## src/core/raster_plane_defs.svh

```systemverilog
`ifndef RASTER_PLANE_DEFS_SVH
`define RASTER_PLANE_DEFS_SVH
// ==========================================================
// word and field geometry
`define RP_WORD_BITS 20
`define RP_ZONE_COUNT 5
`define RP_ZONE_BITS 4
`define RP_WRITE_GROUPS 4
`define RP_ROW_ADDR_BITS 7
// ==========================================================
// register offsets on the plain register port
`define RP_REG_CTRL 4'h0
`define RP_REG_STATUS 4'h4
`define RP_REG_HOLD 4'h8
// ==========================================================
// field positions
`define RP_CTRL_FUNC_LSB 0
`define RP_CTRL_FUNC_MSB 3
`define RP_CTRL_WEN_BIT 4
`define RP_STAT_BUSY_BIT 0
`define RP_STAT_EQUAL_BIT 1
`define RP_STAT_KIND_LSB 2
`define RP_STAT_KIND_MSB 3
`define RP_STAT_REFRESH_BIT 4
// ==========================================================
// reset values and function codes
`define RP_FUNC_RESET 4'hf
`define RP_WEN_RESET 1'b0
`define RP_FUNC_XNOR 4'h9
`define RP_FUNC_PASS_A 4'hf
// ==========================================================
// timing counts
`define RP_SYNC_STAGES 3
`endif

```

## src/core/raster_plane_pkg.sv

```systemverilog
package raster_plane_pkg;
  // cycle kinds, encoded as {cycle_sel_hi, cycle_sel_lo}
  typedef enum logic [1:0] {
    CK_DEST = 2'h0,
    CK_SOURCE = 2'h1,
    CK_READ = 2'h2,
    CK_OPERATE = 2'h3
  } cycle_kind_t;
  // memory cycle sequencer, gray along idle-row-col-data-write
  typedef enum logic [2:0] {
    ST_IDLE = 3'h0,
    ST_ROW = 3'h1,
    ST_COL = 3'h3,
    ST_DATA = 3'h2,
    ST_WRITE = 3'h6
  } seq_state_t;
  // all pins from the vector generator and display bus
  typedef struct packed {
    logic [4:0] pixel_pos;
    logic pixel_write_strobe;
    logic serial_pixel_in;
    logic cycle_sel_lo;
    logic cycle_sel_hi;
    logic vector_ack;
    logic refresh;
    logic cycle_req;
    logic [4:0] horiz_word_addr;
    logic [8:0] vert_line_addr;
  } pin_bundle_t;
  // context of the cycle in progress
  typedef struct packed {
    cycle_kind_t kind;
    logic refresh;
    logic [4:0] zone;
    logic [4:0] horiz;
    logic [8:0] vert;
  } cycle_ctx_t;
endpackage : raster_plane_pkg

```

## src/core/raster_logic_unit.sv

```systemverilog
`timescale 1ns/1ps
`include "raster_plane_defs.svh"
// ==========================================================
// sixteen-function bitwise logic unit with wired equality
module raster_logic_unit #(
  parameter int WIDTH = `RP_WORD_BITS
) (
  input wire logic [3:0] func_i,
  input wire logic [WIDTH-1:0] a_i,
  input wire logic [WIDTH-1:0] b_i,
  input wire logic [WIDTH-1:0] active_i,
  input wire logic [WIDTH-1:0] hold_i,
  output logic [WIDTH-1:0] f_o,
  output logic equal_o
);
  // truth table per function, bit index {a,b}
  logic [3:0] table_bits;
  always_comb begin
    unique case (func_i)
      4'h0: table_bits = 4'h3; // not a
      4'h1: table_bits = 4'h1; // a nor b
      4'h2: table_bits = 4'h2; // not a and b
      4'h3: table_bits = 4'h0; // zero
      4'h4: table_bits = 4'h7; // a nand b
      4'h5: table_bits = 4'h5; // not b
      4'h6: table_bits = 4'h6; // a xor b
      4'h7: table_bits = 4'h4; // a and not b
      4'h8: table_bits = 4'hb; // not a or b
      4'h9: table_bits = 4'h9; // a xnor b
      4'ha: table_bits = 4'ha; // b
      4'hb: table_bits = 4'h8; // a and b
      4'hc: table_bits = 4'hf; // one
      4'hd: table_bits = 4'hd; // a or not b
      4'he: table_bits = 4'he; // a or b
      4'hf: table_bits = 4'hc; // a
    endcase
  end
  // per bit: pick table entry, keep stored bit where word not active
  genvar i;
  generate
    for (i = 0; i < WIDTH; i = i + 1) begin : g_bit
      assign f_o[i] = active_i[i] ? table_bits[{a_i[i], b_i[i]}] : hold_i[i];
    end
  endgenerate
  // wired equality only meaningful under xnor
  // RQ14 all-bit equality
  assign equal_o = (func_i == `RP_FUNC_XNOR) && (a_i == b_i);
endmodule : raster_logic_unit

```

## src/core/raster_plane_pixel_datapath.sv

```systemverilog
`timescale 1ns/1ps
`include "raster_plane_defs.svh"
// Operation
// RQ1: pixel position latched on pixel write strobe
// RQ2: row enables from pixel latches or zones
// RQ3: cycle select decoded into five cycle kinds; the code decodes four, with refresh taken from its own pin
// RQ4: write enable flop gates all write pulses
// RQ5: four write pulses, four column strobes
// RQ6: twenty word positions, four codes unused; the code decodes codes 0-19 and leaves 12 codes unused
// RQ7: pixel word copied to second stage
// RQ8: vector ack never clears second stage
// RQ9: new data from pixels or hold latch
// RQ10: unmodified words leave pixels untouched
// RQ11: four-bit selector picks sixteen functions
// RQ12: codes 0-7 function order
// RQ13: codes 8-f function order
// RQ14: xnor equality high when all equal
// RQ15: hold latch keeps source until destination
// RQ16: hold load high through column, then low
// RQ17: destination forces pass-a function
// RQ18: 14-bit address from bus, registered
// RQ19: row phase then column phase address
// RQ20: cycle select encoding per kind
// RQ21: refresh strobes all rows, no writes
// RQ22: operate writes only enabled positions
// RQ23: block moves use five four-bit fields
// RQ24: writes only with enable and active row
// RQ25: function selector holds until reloaded
module raster_plane_pixel_datapath #(
  parameter int WIDTH = `RP_WORD_BITS,
  parameter int GROUPS = `RP_WRITE_GROUPS
) (
  input wire logic clock_i,
  input wire logic nrst_i,
  input wire logic ce_i,
  input wire raster_plane_pkg::pin_bundle_t pins_i,
  input wire logic [WIDTH-1:0] ram_q_i,
  input wire logic [3:0] reg_addr_i,
  input wire logic [31:0] reg_wdata_i,
  input wire logic reg_wr_i,
  input wire logic reg_rd_i,
  output logic [31:0] reg_rdata_o,
  output logic [WIDTH-1:0] row_strobe_o,
  output logic [GROUPS-1:0] col_strobe_o,
  output logic [GROUPS-1:0] write_pulse_o,
  output logic [`RP_ROW_ADDR_BITS-1:0] ram_addr_o,
  output logic [WIDTH-1:0] ram_d_o,
  output logic hold_load_o,
  output logic equal_o,
  output logic busy_o
);
  localparam int PB = $bits(raster_plane_pkg::pin_bundle_t);
  localparam int GW = WIDTH / GROUPS;

  // ==========================================================
  // pin synchronisers
  logic [PB-1:0] sync1; // first stage, read only by sync2
  logic [PB-1:0] sync2; // second stage
  logic [PB-1:0] sync3; // third stage
  logic [PB-1:0] pin_f; // filtered, changes when 2 and 3 agree
  raster_plane_pkg::pin_bundle_t pin; // filtered view
  raster_plane_pkg::pin_bundle_t pin_d; // previous filtered view
  genvar b;
  generate
    for (b = 0; b < PB; b = b + 1) begin : g_sync
      // three flops, accept only an agreed level
      always_ff @(posedge clock_i or negedge nrst_i) begin
        if (!nrst_i) begin
          sync1[b] <= 1'b0;
          sync2[b] <= 1'b0;
          sync3[b] <= 1'b0;
          pin_f[b] <= 1'b0;
        end else if (ce_i) begin
          sync1[b] <= pins_i[b];
          sync2[b] <= sync1[b];
          sync3[b] <= sync2[b];
          if (sync2[b] == sync3[b]) begin
            pin_f[b] <= sync3[b];
          end
        end
      end
    end
  endgenerate
  assign pin = pin_f;
  // previous filtered levels for edge detection
  always_ff @(posedge clock_i or negedge nrst_i) begin
    if (!nrst_i) begin
      pin_d <= '0;
    end else if (ce_i) begin
      pin_d <= pin;
    end
  end
  // rising edges of the strobes
  wire pix_edge = pin.pixel_write_strobe && !pin_d.pixel_write_strobe;
  wire ack_edge = pin.vector_ack && !pin_d.vector_ack;
  wire req_edge = pin.cycle_req && !pin_d.cycle_req;

  // ==========================================================
  // register port
  logic [3:0] func_sel; // logic unit function selector
  logic write_en; // write enable flip-flop
  wire ctrl_hit = reg_addr_i == `RP_REG_CTRL;
  wire stat_hit = reg_addr_i == `RP_REG_STATUS;
  wire hold_hit = reg_addr_i == `RP_REG_HOLD;
  // control register, held until software reloads
  // RQ25 selector holds value
  always_ff @(posedge clock_i or negedge nrst_i) begin
    if (!nrst_i) begin
      func_sel <= `RP_FUNC_RESET;
      write_en <= `RP_WEN_RESET;
    end else if (ce_i && reg_wr_i && ctrl_hit) begin
      func_sel <= reg_wdata_i[`RP_CTRL_FUNC_MSB:`RP_CTRL_FUNC_LSB];
      write_en <= reg_wdata_i[`RP_CTRL_WEN_BIT];
    end
  end

  // ==========================================================
  // pixel assembly, first and second stage
  logic [WIDTH-1:0] pix_data1; // first stage pixel data
  logic [WIDTH-1:0] pix_en1; // first stage position flags
  logic [WIDTH-1:0] pix_data2; // second stage pixel data
  logic [WIDTH-1:0] pix_en2; // second stage position flags
  // chip select from top bits, output from low bits
  wire [1:0] chip_sel = pin.pixel_pos[4:3];
  wire [2:0] chip_out = pin.pixel_pos[2:0];
  wire [4:0] pos_index = {chip_sel, chip_out};
  genvar p;
  generate
    for (p = 0; p < WIDTH; p = p + 1) begin : g_pix
      // RQ6 decode one position
      wire hit = pix_edge && (pos_index == 5'(p));
      // RQ1 latch on strobe, set wins over ack clear
      always_ff @(posedge clock_i or negedge nrst_i) begin
        if (!nrst_i) begin
          pix_data1[p] <= 1'b0;
          pix_en1[p] <= 1'b0;
        end else if (ce_i) begin
          if (hit) begin
            pix_data1[p] <= pin.serial_pixel_in;
            pix_en1[p] <= 1'b1;
          end else if (ack_edge) begin
            pix_data1[p] <= 1'b0;
            pix_en1[p] <= 1'b0;
          end
        end
      end
    end
  endgenerate

  // ==========================================================
  // cycle sequencer
  raster_plane_pkg::seq_state_t state;
  raster_plane_pkg::seq_state_t next_state;
  raster_plane_pkg::cycle_ctx_t ctx; // cycle in progress
  // RQ3 decode cycle select
  // RQ20 encoding hi,lo
  wire [1:0] sel_code = {pin.cycle_sel_hi, pin.cycle_sel_lo};
  wire start = (state == raster_plane_pkg::ST_IDLE) && req_edge;
  always_comb begin
    unique case (state)
      raster_plane_pkg::ST_IDLE: next_state = start ? raster_plane_pkg::ST_ROW : raster_plane_pkg::ST_IDLE;
      raster_plane_pkg::ST_ROW: next_state = raster_plane_pkg::ST_COL;
      raster_plane_pkg::ST_COL: next_state = raster_plane_pkg::ST_DATA;
      raster_plane_pkg::ST_DATA: next_state = raster_plane_pkg::ST_WRITE;
      raster_plane_pkg::ST_WRITE: next_state = raster_plane_pkg::ST_IDLE;
      default: next_state = raster_plane_pkg::ST_IDLE;
    endcase
  end
  // state and cycle context capture
  // RQ18 address registered from bus
  always_ff @(posedge clock_i or negedge nrst_i) begin
    if (!nrst_i) begin
      state <= raster_plane_pkg::ST_IDLE;
      ctx <= '0;
    end else if (ce_i) begin
      state <= next_state;
      if (start) begin
        ctx <= {raster_plane_pkg::cycle_kind_t'(sel_code), pin.refresh,
                pin.pixel_pos, pin.horiz_word_addr, pin.vert_line_addr};
      end
    end
  end
  // RQ7 copy word to second stage
  // RQ8 ack never clears this stage
  always_ff @(posedge clock_i or negedge nrst_i) begin
    if (!nrst_i) begin
      pix_data2 <= '0;
      pix_en2 <= '0;
    end else if (ce_i && start && !pin.refresh) begin
      pix_data2 <= pix_data1;
      pix_en2 <= pix_en1;
    end
  end

  // ==========================================================
  // row enable selection
  wire is_move = (ctx.kind == raster_plane_pkg::CK_DEST) || (ctx.kind == raster_plane_pkg::CK_SOURCE);
  wire [WIDTH-1:0] zone_en; // five fields of four bits
  genvar z;
  generate
    // RQ23 field designators
    for (z = 0; z < WIDTH; z = z + 1) begin : g_zone
      assign zone_en[z] = ctx.zone[z / `RP_ZONE_BITS];
    end
  endgenerate
  // RQ2 pixel latches or zones
  // RQ21 refresh strobes every row
  wire [WIDTH-1:0] row_en = ctx.refresh ? {WIDTH{1'b1}} : (is_move ? zone_en : pix_en2);
  wire [`RP_ROW_ADDR_BITS-1:0] row_addr = {ctx.horiz, ctx.vert[2:1]};
  wire [`RP_ROW_ADDR_BITS-1:0] col_addr = {ctx.vert[8:3], ctx.vert[0]};

  // ==========================================================
  // logic unit and hold latch
  logic [WIDTH-1:0] hold; // block-move holding latch
  wire is_dest = ctx.kind == raster_plane_pkg::CK_DEST;
  // RQ17 destination forces pass-a
  wire [3:0] func_eff = is_dest ? `RP_FUNC_PASS_A : func_sel;
  // RQ9 new data source select
  wire [WIDTH-1:0] alu_a = is_dest ? hold : pix_data2;
  // RQ10 only an active word is modified
  wire word_active = !ctx.refresh && (ctx.kind != raster_plane_pkg::CK_READ);
  wire [WIDTH-1:0] alu_active = word_active ? row_en : '0;
  wire [WIDTH-1:0] alu_f;
  wire alu_eq;
  // RQ11 selector drives function
  // RQ12 low codes
  // RQ13 high codes
  raster_logic_unit #(
    .WIDTH(WIDTH)
  ) i_raster_logic_unit (
    .func_i(func_eff),
    .a_i(alu_a),
    .b_i(ram_q_i),
    .active_i(alu_active),
    .hold_i(ram_q_i),
    .f_o(alu_f),
    .equal_o(alu_eq)
  );
  // RQ15 hold source word
  // RQ16 capture as load goes low
  always_ff @(posedge clock_i or negedge nrst_i) begin
    if (!nrst_i) begin
      hold <= '0;
    end else if (ce_i && state == raster_plane_pkg::ST_DATA && ctx.kind == raster_plane_pkg::CK_SOURCE
                 && !ctx.refresh) begin
      hold <= ram_q_i;
    end
  end

  // ==========================================================
  // write qualification per group
  wire [GROUPS-1:0] group_en;
  genvar g;
  generate
    for (g = 0; g < GROUPS; g = g + 1) begin : g_grp
      assign group_en[g] = |row_en[g*GW +: GW];
    end
  endgenerate
  // RQ4 write enable flop gates
  // RQ22 only enabled positions
  // RQ24 enable and active row
  wire [GROUPS-1:0] next_write = (write_en && word_active) ? group_en : '0;
  wire in_source = (state == raster_plane_pkg::ST_ROW) || (state == raster_plane_pkg::ST_COL);
  wire next_hold_load = (ctx.kind == raster_plane_pkg::CK_SOURCE) && in_source && !ctx.refresh;

  // ==========================================================
  // memory-side outputs, all registered
  // RQ5 write pulses, column strobes
  // RQ19 row then column address
  always_ff @(posedge clock_i or negedge nrst_i) begin
    if (!nrst_i) begin
      row_strobe_o <= '0;
      col_strobe_o <= '0;
      write_pulse_o <= '0;
      ram_addr_o <= '0;
      ram_d_o <= '0;
      hold_load_o <= 1'b0;
      equal_o <= 1'b0;
      busy_o <= 1'b0;
    end else if (ce_i) begin
      busy_o <= next_state != raster_plane_pkg::ST_IDLE;
      hold_load_o <= next_hold_load;
      write_pulse_o <= '0;
      unique case (state)
        raster_plane_pkg::ST_IDLE: begin
          row_strobe_o <= '0;
          col_strobe_o <= '0;
          if (start) begin
            ram_addr_o <= {pin.horiz_word_addr, pin.vert_line_addr[2:1]};
          end
        end
        raster_plane_pkg::ST_ROW: begin
          row_strobe_o <= row_en;
          ram_addr_o <= col_addr;
        end
        raster_plane_pkg::ST_COL: begin
          col_strobe_o <= {GROUPS{1'b1}};
        end
        raster_plane_pkg::ST_DATA: begin
          ram_d_o <= alu_f;
          equal_o <= alu_eq;
          write_pulse_o <= next_write;
        end
        raster_plane_pkg::ST_WRITE: begin
          row_strobe_o <= '0;
          col_strobe_o <= '0;
        end
        default: begin
          row_strobe_o <= '0;
        end
      endcase
    end
  end

  // ==========================================================
  // register read, data one cycle after the strobe
  wire [31:0] stat_word = {27'h0, ctx.refresh, ctx.kind, equal_o, busy_o};
  wire [31:0] next_rdata = !reg_rd_i ? 32'h0 :
                           ctrl_hit ? {27'h0, write_en, func_sel} :
                           stat_hit ? stat_word :
                           hold_hit ? {12'h0, hold} : 32'h0;
  always_ff @(posedge clock_i or negedge nrst_i) begin
    if (!nrst_i) begin
      reg_rdata_o <= '0;
    end else if (ce_i) begin
      reg_rdata_o <= next_rdata;
    end
  end
endmodule : raster_plane_pixel_datapath

```

## config.mk

```make
export PLATFORM = sky130hd
export DESIGN_NAME = raster_plane_pixel_datapath
export DESIGN_NICKNAME = d
export VERILOG_FILES = /design/src/core/raster_plane_pkg.sv /design/src/core/raster_logic_unit.sv /design/src/core/raster_plane_pixel_datapath.sv
export VERILOG_INCLUDE_DIRS = /design/src /design/src/core
export SDC_FILE = /design/constraint.sdc
export NUM_CORES = 1
export LEC_CHECK = 0
export BUFFER_PORTS_ARGS = -buffer_cell sky130_fd_sc_hd__buf_4
export CAP_MARGIN = 20
export CELL_PAD_IN_SITES_DETAIL_PLACEMENT = 0
export CELL_PAD_IN_SITES_GLOBAL_PLACEMENT = 1
export CORE_ASPECT_RATIO = 1.2
export CORE_MARGIN = 2
export CORE_UTILIZATION = 45
export CTS_CLUSTER_DIAMETER = 150
export DETAILED_ROUTE_END_ITERATION = 12
export PLACE_DENSITY = 0.77
export SLEW_MARGIN = 15
export SYNTH_ARGS = -nofsm -noshare
export SYNTH_HDL_FRONTEND = slang
export SYNTH_SLANG_ARGS = --single-unit
```

## constraint.sdc

```tcl
create_clock -name clock_i -period 4.2 [get_ports clock_i]
set_input_delay 0.84 -clock clock_i [delete_from_list [all_inputs] [get_ports clock_i]]
set_output_delay 0.84 -clock clock_i [all_outputs]
set_load 0.02 [all_outputs]
```

==> results.json <==
{
  "synth_top_family_by_area": "multiplexers",
  "fin_nets": 1502,
  "wl_per_cell_um": 19.3,
  "critPathBufInv": 0,
  "setup_viol": 0,
  "synth_mux_area_share_pct": 14.7,
  "synth_compound_area_share_pct": 13.8,
  "via_count": 10113,
  "switchingPower_w": 0.00346,
  "core_um2": 30500,
  "max-slew-margin-rel_pct": 32.1,
  "final_common_cell": "dfrtp_1",
  "cts_resized": 0,
  "ant_nets": 0,
  "clk_latency_ns": 0.56,
  "track_usage_pct": 22.3,
  "cts.sinks": 305,
  "crit_fanout": 54,
  "multiInputGateArea_um2": 5710,
  "numCtsBuffers": 31,
  "crit_start": "ctx[21]$_DFFE_PN0N_",
  "synth_cell_types": 63,
  "ios": 177,
  "vias_per_cell": 5.51,
  "finalCritPeriodShare_pct": 65.3,
  "grt_pass1_vias": 9921,
  "critical_path_class": "reg -> reg",
  "cellLeakagePower_nw": 7.44,
  "drt-initial-drc-count": 652,
  "final.setup.tns_ns": 0,
  "cts.htree.levels": 1,
  "rsz0062_at_grt": "false",
  "grt_first_pass_wirelength_mm": 56.7,
  "cts_buffer_depth": 3,
  "yosys.area_share.simple_pct": 11.3,
  "dp_hpwl_mm": 24.8,
  "worstPathCellList": "or2_2 -> o211ai_1 -> a311oi_1 -> o211ai_1 -> o31ai_2",
  "synthFlopType": "dfrtp_1",
  "yosysTopAreaCell": "dfrtp_1",
  "drt-met1-wl_mm": 15.6,
  "drc_errors": 0,
  "layout_common_cells": "dfrtp_1, nand2_1, buf_4",
  "ys_ff_latch": 305,
  "grt-ovfl-total": 0,
  "critPathMostFrequentCell": "o211ai_1",
  "globalplace.congestion": 0.851,
  "antennaDiodeCount": 0,
  "p_seq_share_pct": 43.3,
  "slowest_delay_ns": 0.90,
  "grt_max_degree": 123,
  "synth_enable_flop_cells": 0,
  "synth_top_cell_area_share_pct": 54.0,
  "r2r-start": "ctx[21]$_DFFE_PN0N_",
  "cp.required_ns": 4.68,
  "met2_length_mm": 17.1,
  "cts-root-buf": "clkbuf_16",
  "antenna_found_initial": 0,
  "internal_power_w": 0.00631,
  "syn_area_per_cell_um2": 10.7,
  "worstSetupEndpointType": "flop",
  "max_freq_mhz": 365,
  "hold_viol": 0,
  "wl_mm": 35.4,
  "drv_cap": 0,
  "slew_violations": 0,
  "cts_setup_buffers": 0,
  "synth_area_um2": 13900,
  "seq_area_um2": 7640,
  "initial_core_util_pct": 45.7,
  "cts_tree": "done",
  "status": "finished clean",
  "powerDensity_nw_per_um2": 601,
  "cp_slowest_cell": "or2_2",
  "top_layer": "met4",
  "cp_top_family": "compound AO/OA/AOI/OAI gates",
  "clkTransAtPathRegs_ns": 0.07,
  "synthToLayoutAreaGrowth_pct": 16.5,
  "synth_area_leaders": "dfrtp_1, mux2_2, nand2_1, a21oi_1, o21ai_0",
  "drt_first_pass_iters": 5,
  "period_needed_ns": 2.74,
  "vdd_drop_max_uv": 438,
  "numPortBuffers": 137,
  "route.met3.wl_mm": 1.53,
  "synthAdderAreaFrac_pct": 0,
  "crit_arrival_ns": 3.22,
  "worst_hold_slack_ns": 0.384,
  "worst_pin_slew_ns": 1.02,
  "die-area_um2": 32400,
  "postLayoutCoreUtil_pct": 53.3,
  "start_kind": "flop",
  "die_x_um": 165,
  "async_flop_share_pct": 100,
  "hp-class": "in -> async",
  "ys_seq_area_share_pct": 54.8,
  "layout-drive-gt1-share_pct": 25.3,
  "switching_share_pct": 35.4,
  "yosysWarningCount": 0,
  "synth_xor_xnor_area_share_pct": 0.754,
  "n_fill_cell": 2768,
  "rows": 70,
  "finalClockSkew_ns": 0.0136,
  "die_h_um": 197,
  "hold_buffers": 0,
  "clockPowerShare_pct": 27.4,
  "combPwrFrac_pct": 29.2,
  "synth_cells": 1308
}
[power by group through the flow]
stage,Sequential (W),Combinational (W),Clock (W)
finish,0.00423,0.00285,0.00268
global route,0.00433,0.00315,0.00286
CTS,0.00423,0.00288,0.00274
detailed placement,0.00428,0.00287,0
global placement,0.00426,0.00282,0
floorplan,0.00421,0.00178,0
[per-layer routing]
metal,track usage [%],vias up
met2,36.8,242
met1,30.9,5033
met5,0,-
met4,7.50,0
li1,-,4776
met3,2.17,62
[logic make-up (layout without fill, tap and decap cells)]
family          after synthesis  after routing
mux                         183            183
simple gates                344            344
compound gates              320            320
other cells                   1             12
xor+xnor                     12             12
buf+inv                     143            263
flops                       305            305
[path summary, 6_finish.rpt]
check                                          end  slack [ns]  cells past startpoint
setup / recovery               equal_o$_DFFE_PN0N_        1.46                      5
setup reg to reg               equal_o$_DFFE_PN0N_        1.46                      5
hold / removal              ram_d_o[5]$_DFFE_PN0N_        0.38                      1
min in group clock_i       pix_en1[16]$_DFFE_PN0P_        0.48                      2
max in group asynchronous     sync3[0]$_DFFE_PN0P_        2.85                      2
hold reg to reg            pix_en1[16]$_DFFE_PN0P_        0.48                      2
[sequential cells by signal, indices dropped and copies added, names as in the netlist, 21 cells and up]
name / cells
sync1: 26
pin: 21
sync3: 26
sync2: 26
[cell type report]
class	count	area share [%]
inverter	50	1.16
timing repair buffer	156	7.53
clock buffer	50	5.71
sequential	305	47.0
tap	396	3.05
multi-input combinational	871	35.2
clock inverter	7	0.370
[cell usage after synthesis, types with 7 or more instances]
| library cell | number |
|---|---|
| nand2b_1 | 40 |
| a21o_1 | 10 |
| buf_2 | 11 |
| nand4_1 | 7 |
| nor2_1 | 75 |
| a211oi_1 | 16 |
| dfrtp_1 | 301 |
| a22o_1 | 9 |
| buf_1 | 13 |
| nor2b_1 | 10 |
| nand2_1 | 155 |
| clkbuf_1 | 47 |
| o31ai_1 | 11 |
| o211ai_1 | 9 |
| nand3_1 | 18 |
| inv_1 | 50 |
| a31oi_1 | 12 |
| mux2i_1 | 32 |
| xor2_1 | 7 |
| a21oi_1 | 105 |
| buf_4 | 18 |
| o21ai_0 | 100 |
| o22ai_1 | 10 |
| mux2_2 | 142 |
| o2111ai_1 | 7 |
[metrics by stage]
step | std cells | setup slack, ns | area (um2) | power [W]
2_1_floorplan | 1319 | 1.95 | 14000 | 0.00599
5_1_grt | 1835 | 1.17 | 16200 | 0.0103
6_report | 1835 | 1.46 | 16200 | 0.00977
3_5_place_dp | 1777 | 1.40 | 15200 | 0.00715
3_3_place_gp | 1777 | 1.45 | 15200 | 0.00708
4_1_cts | 1834 | 1.48 | 16200 | 0.00985
Note: power is estimated with default switching activity, not from simulation.
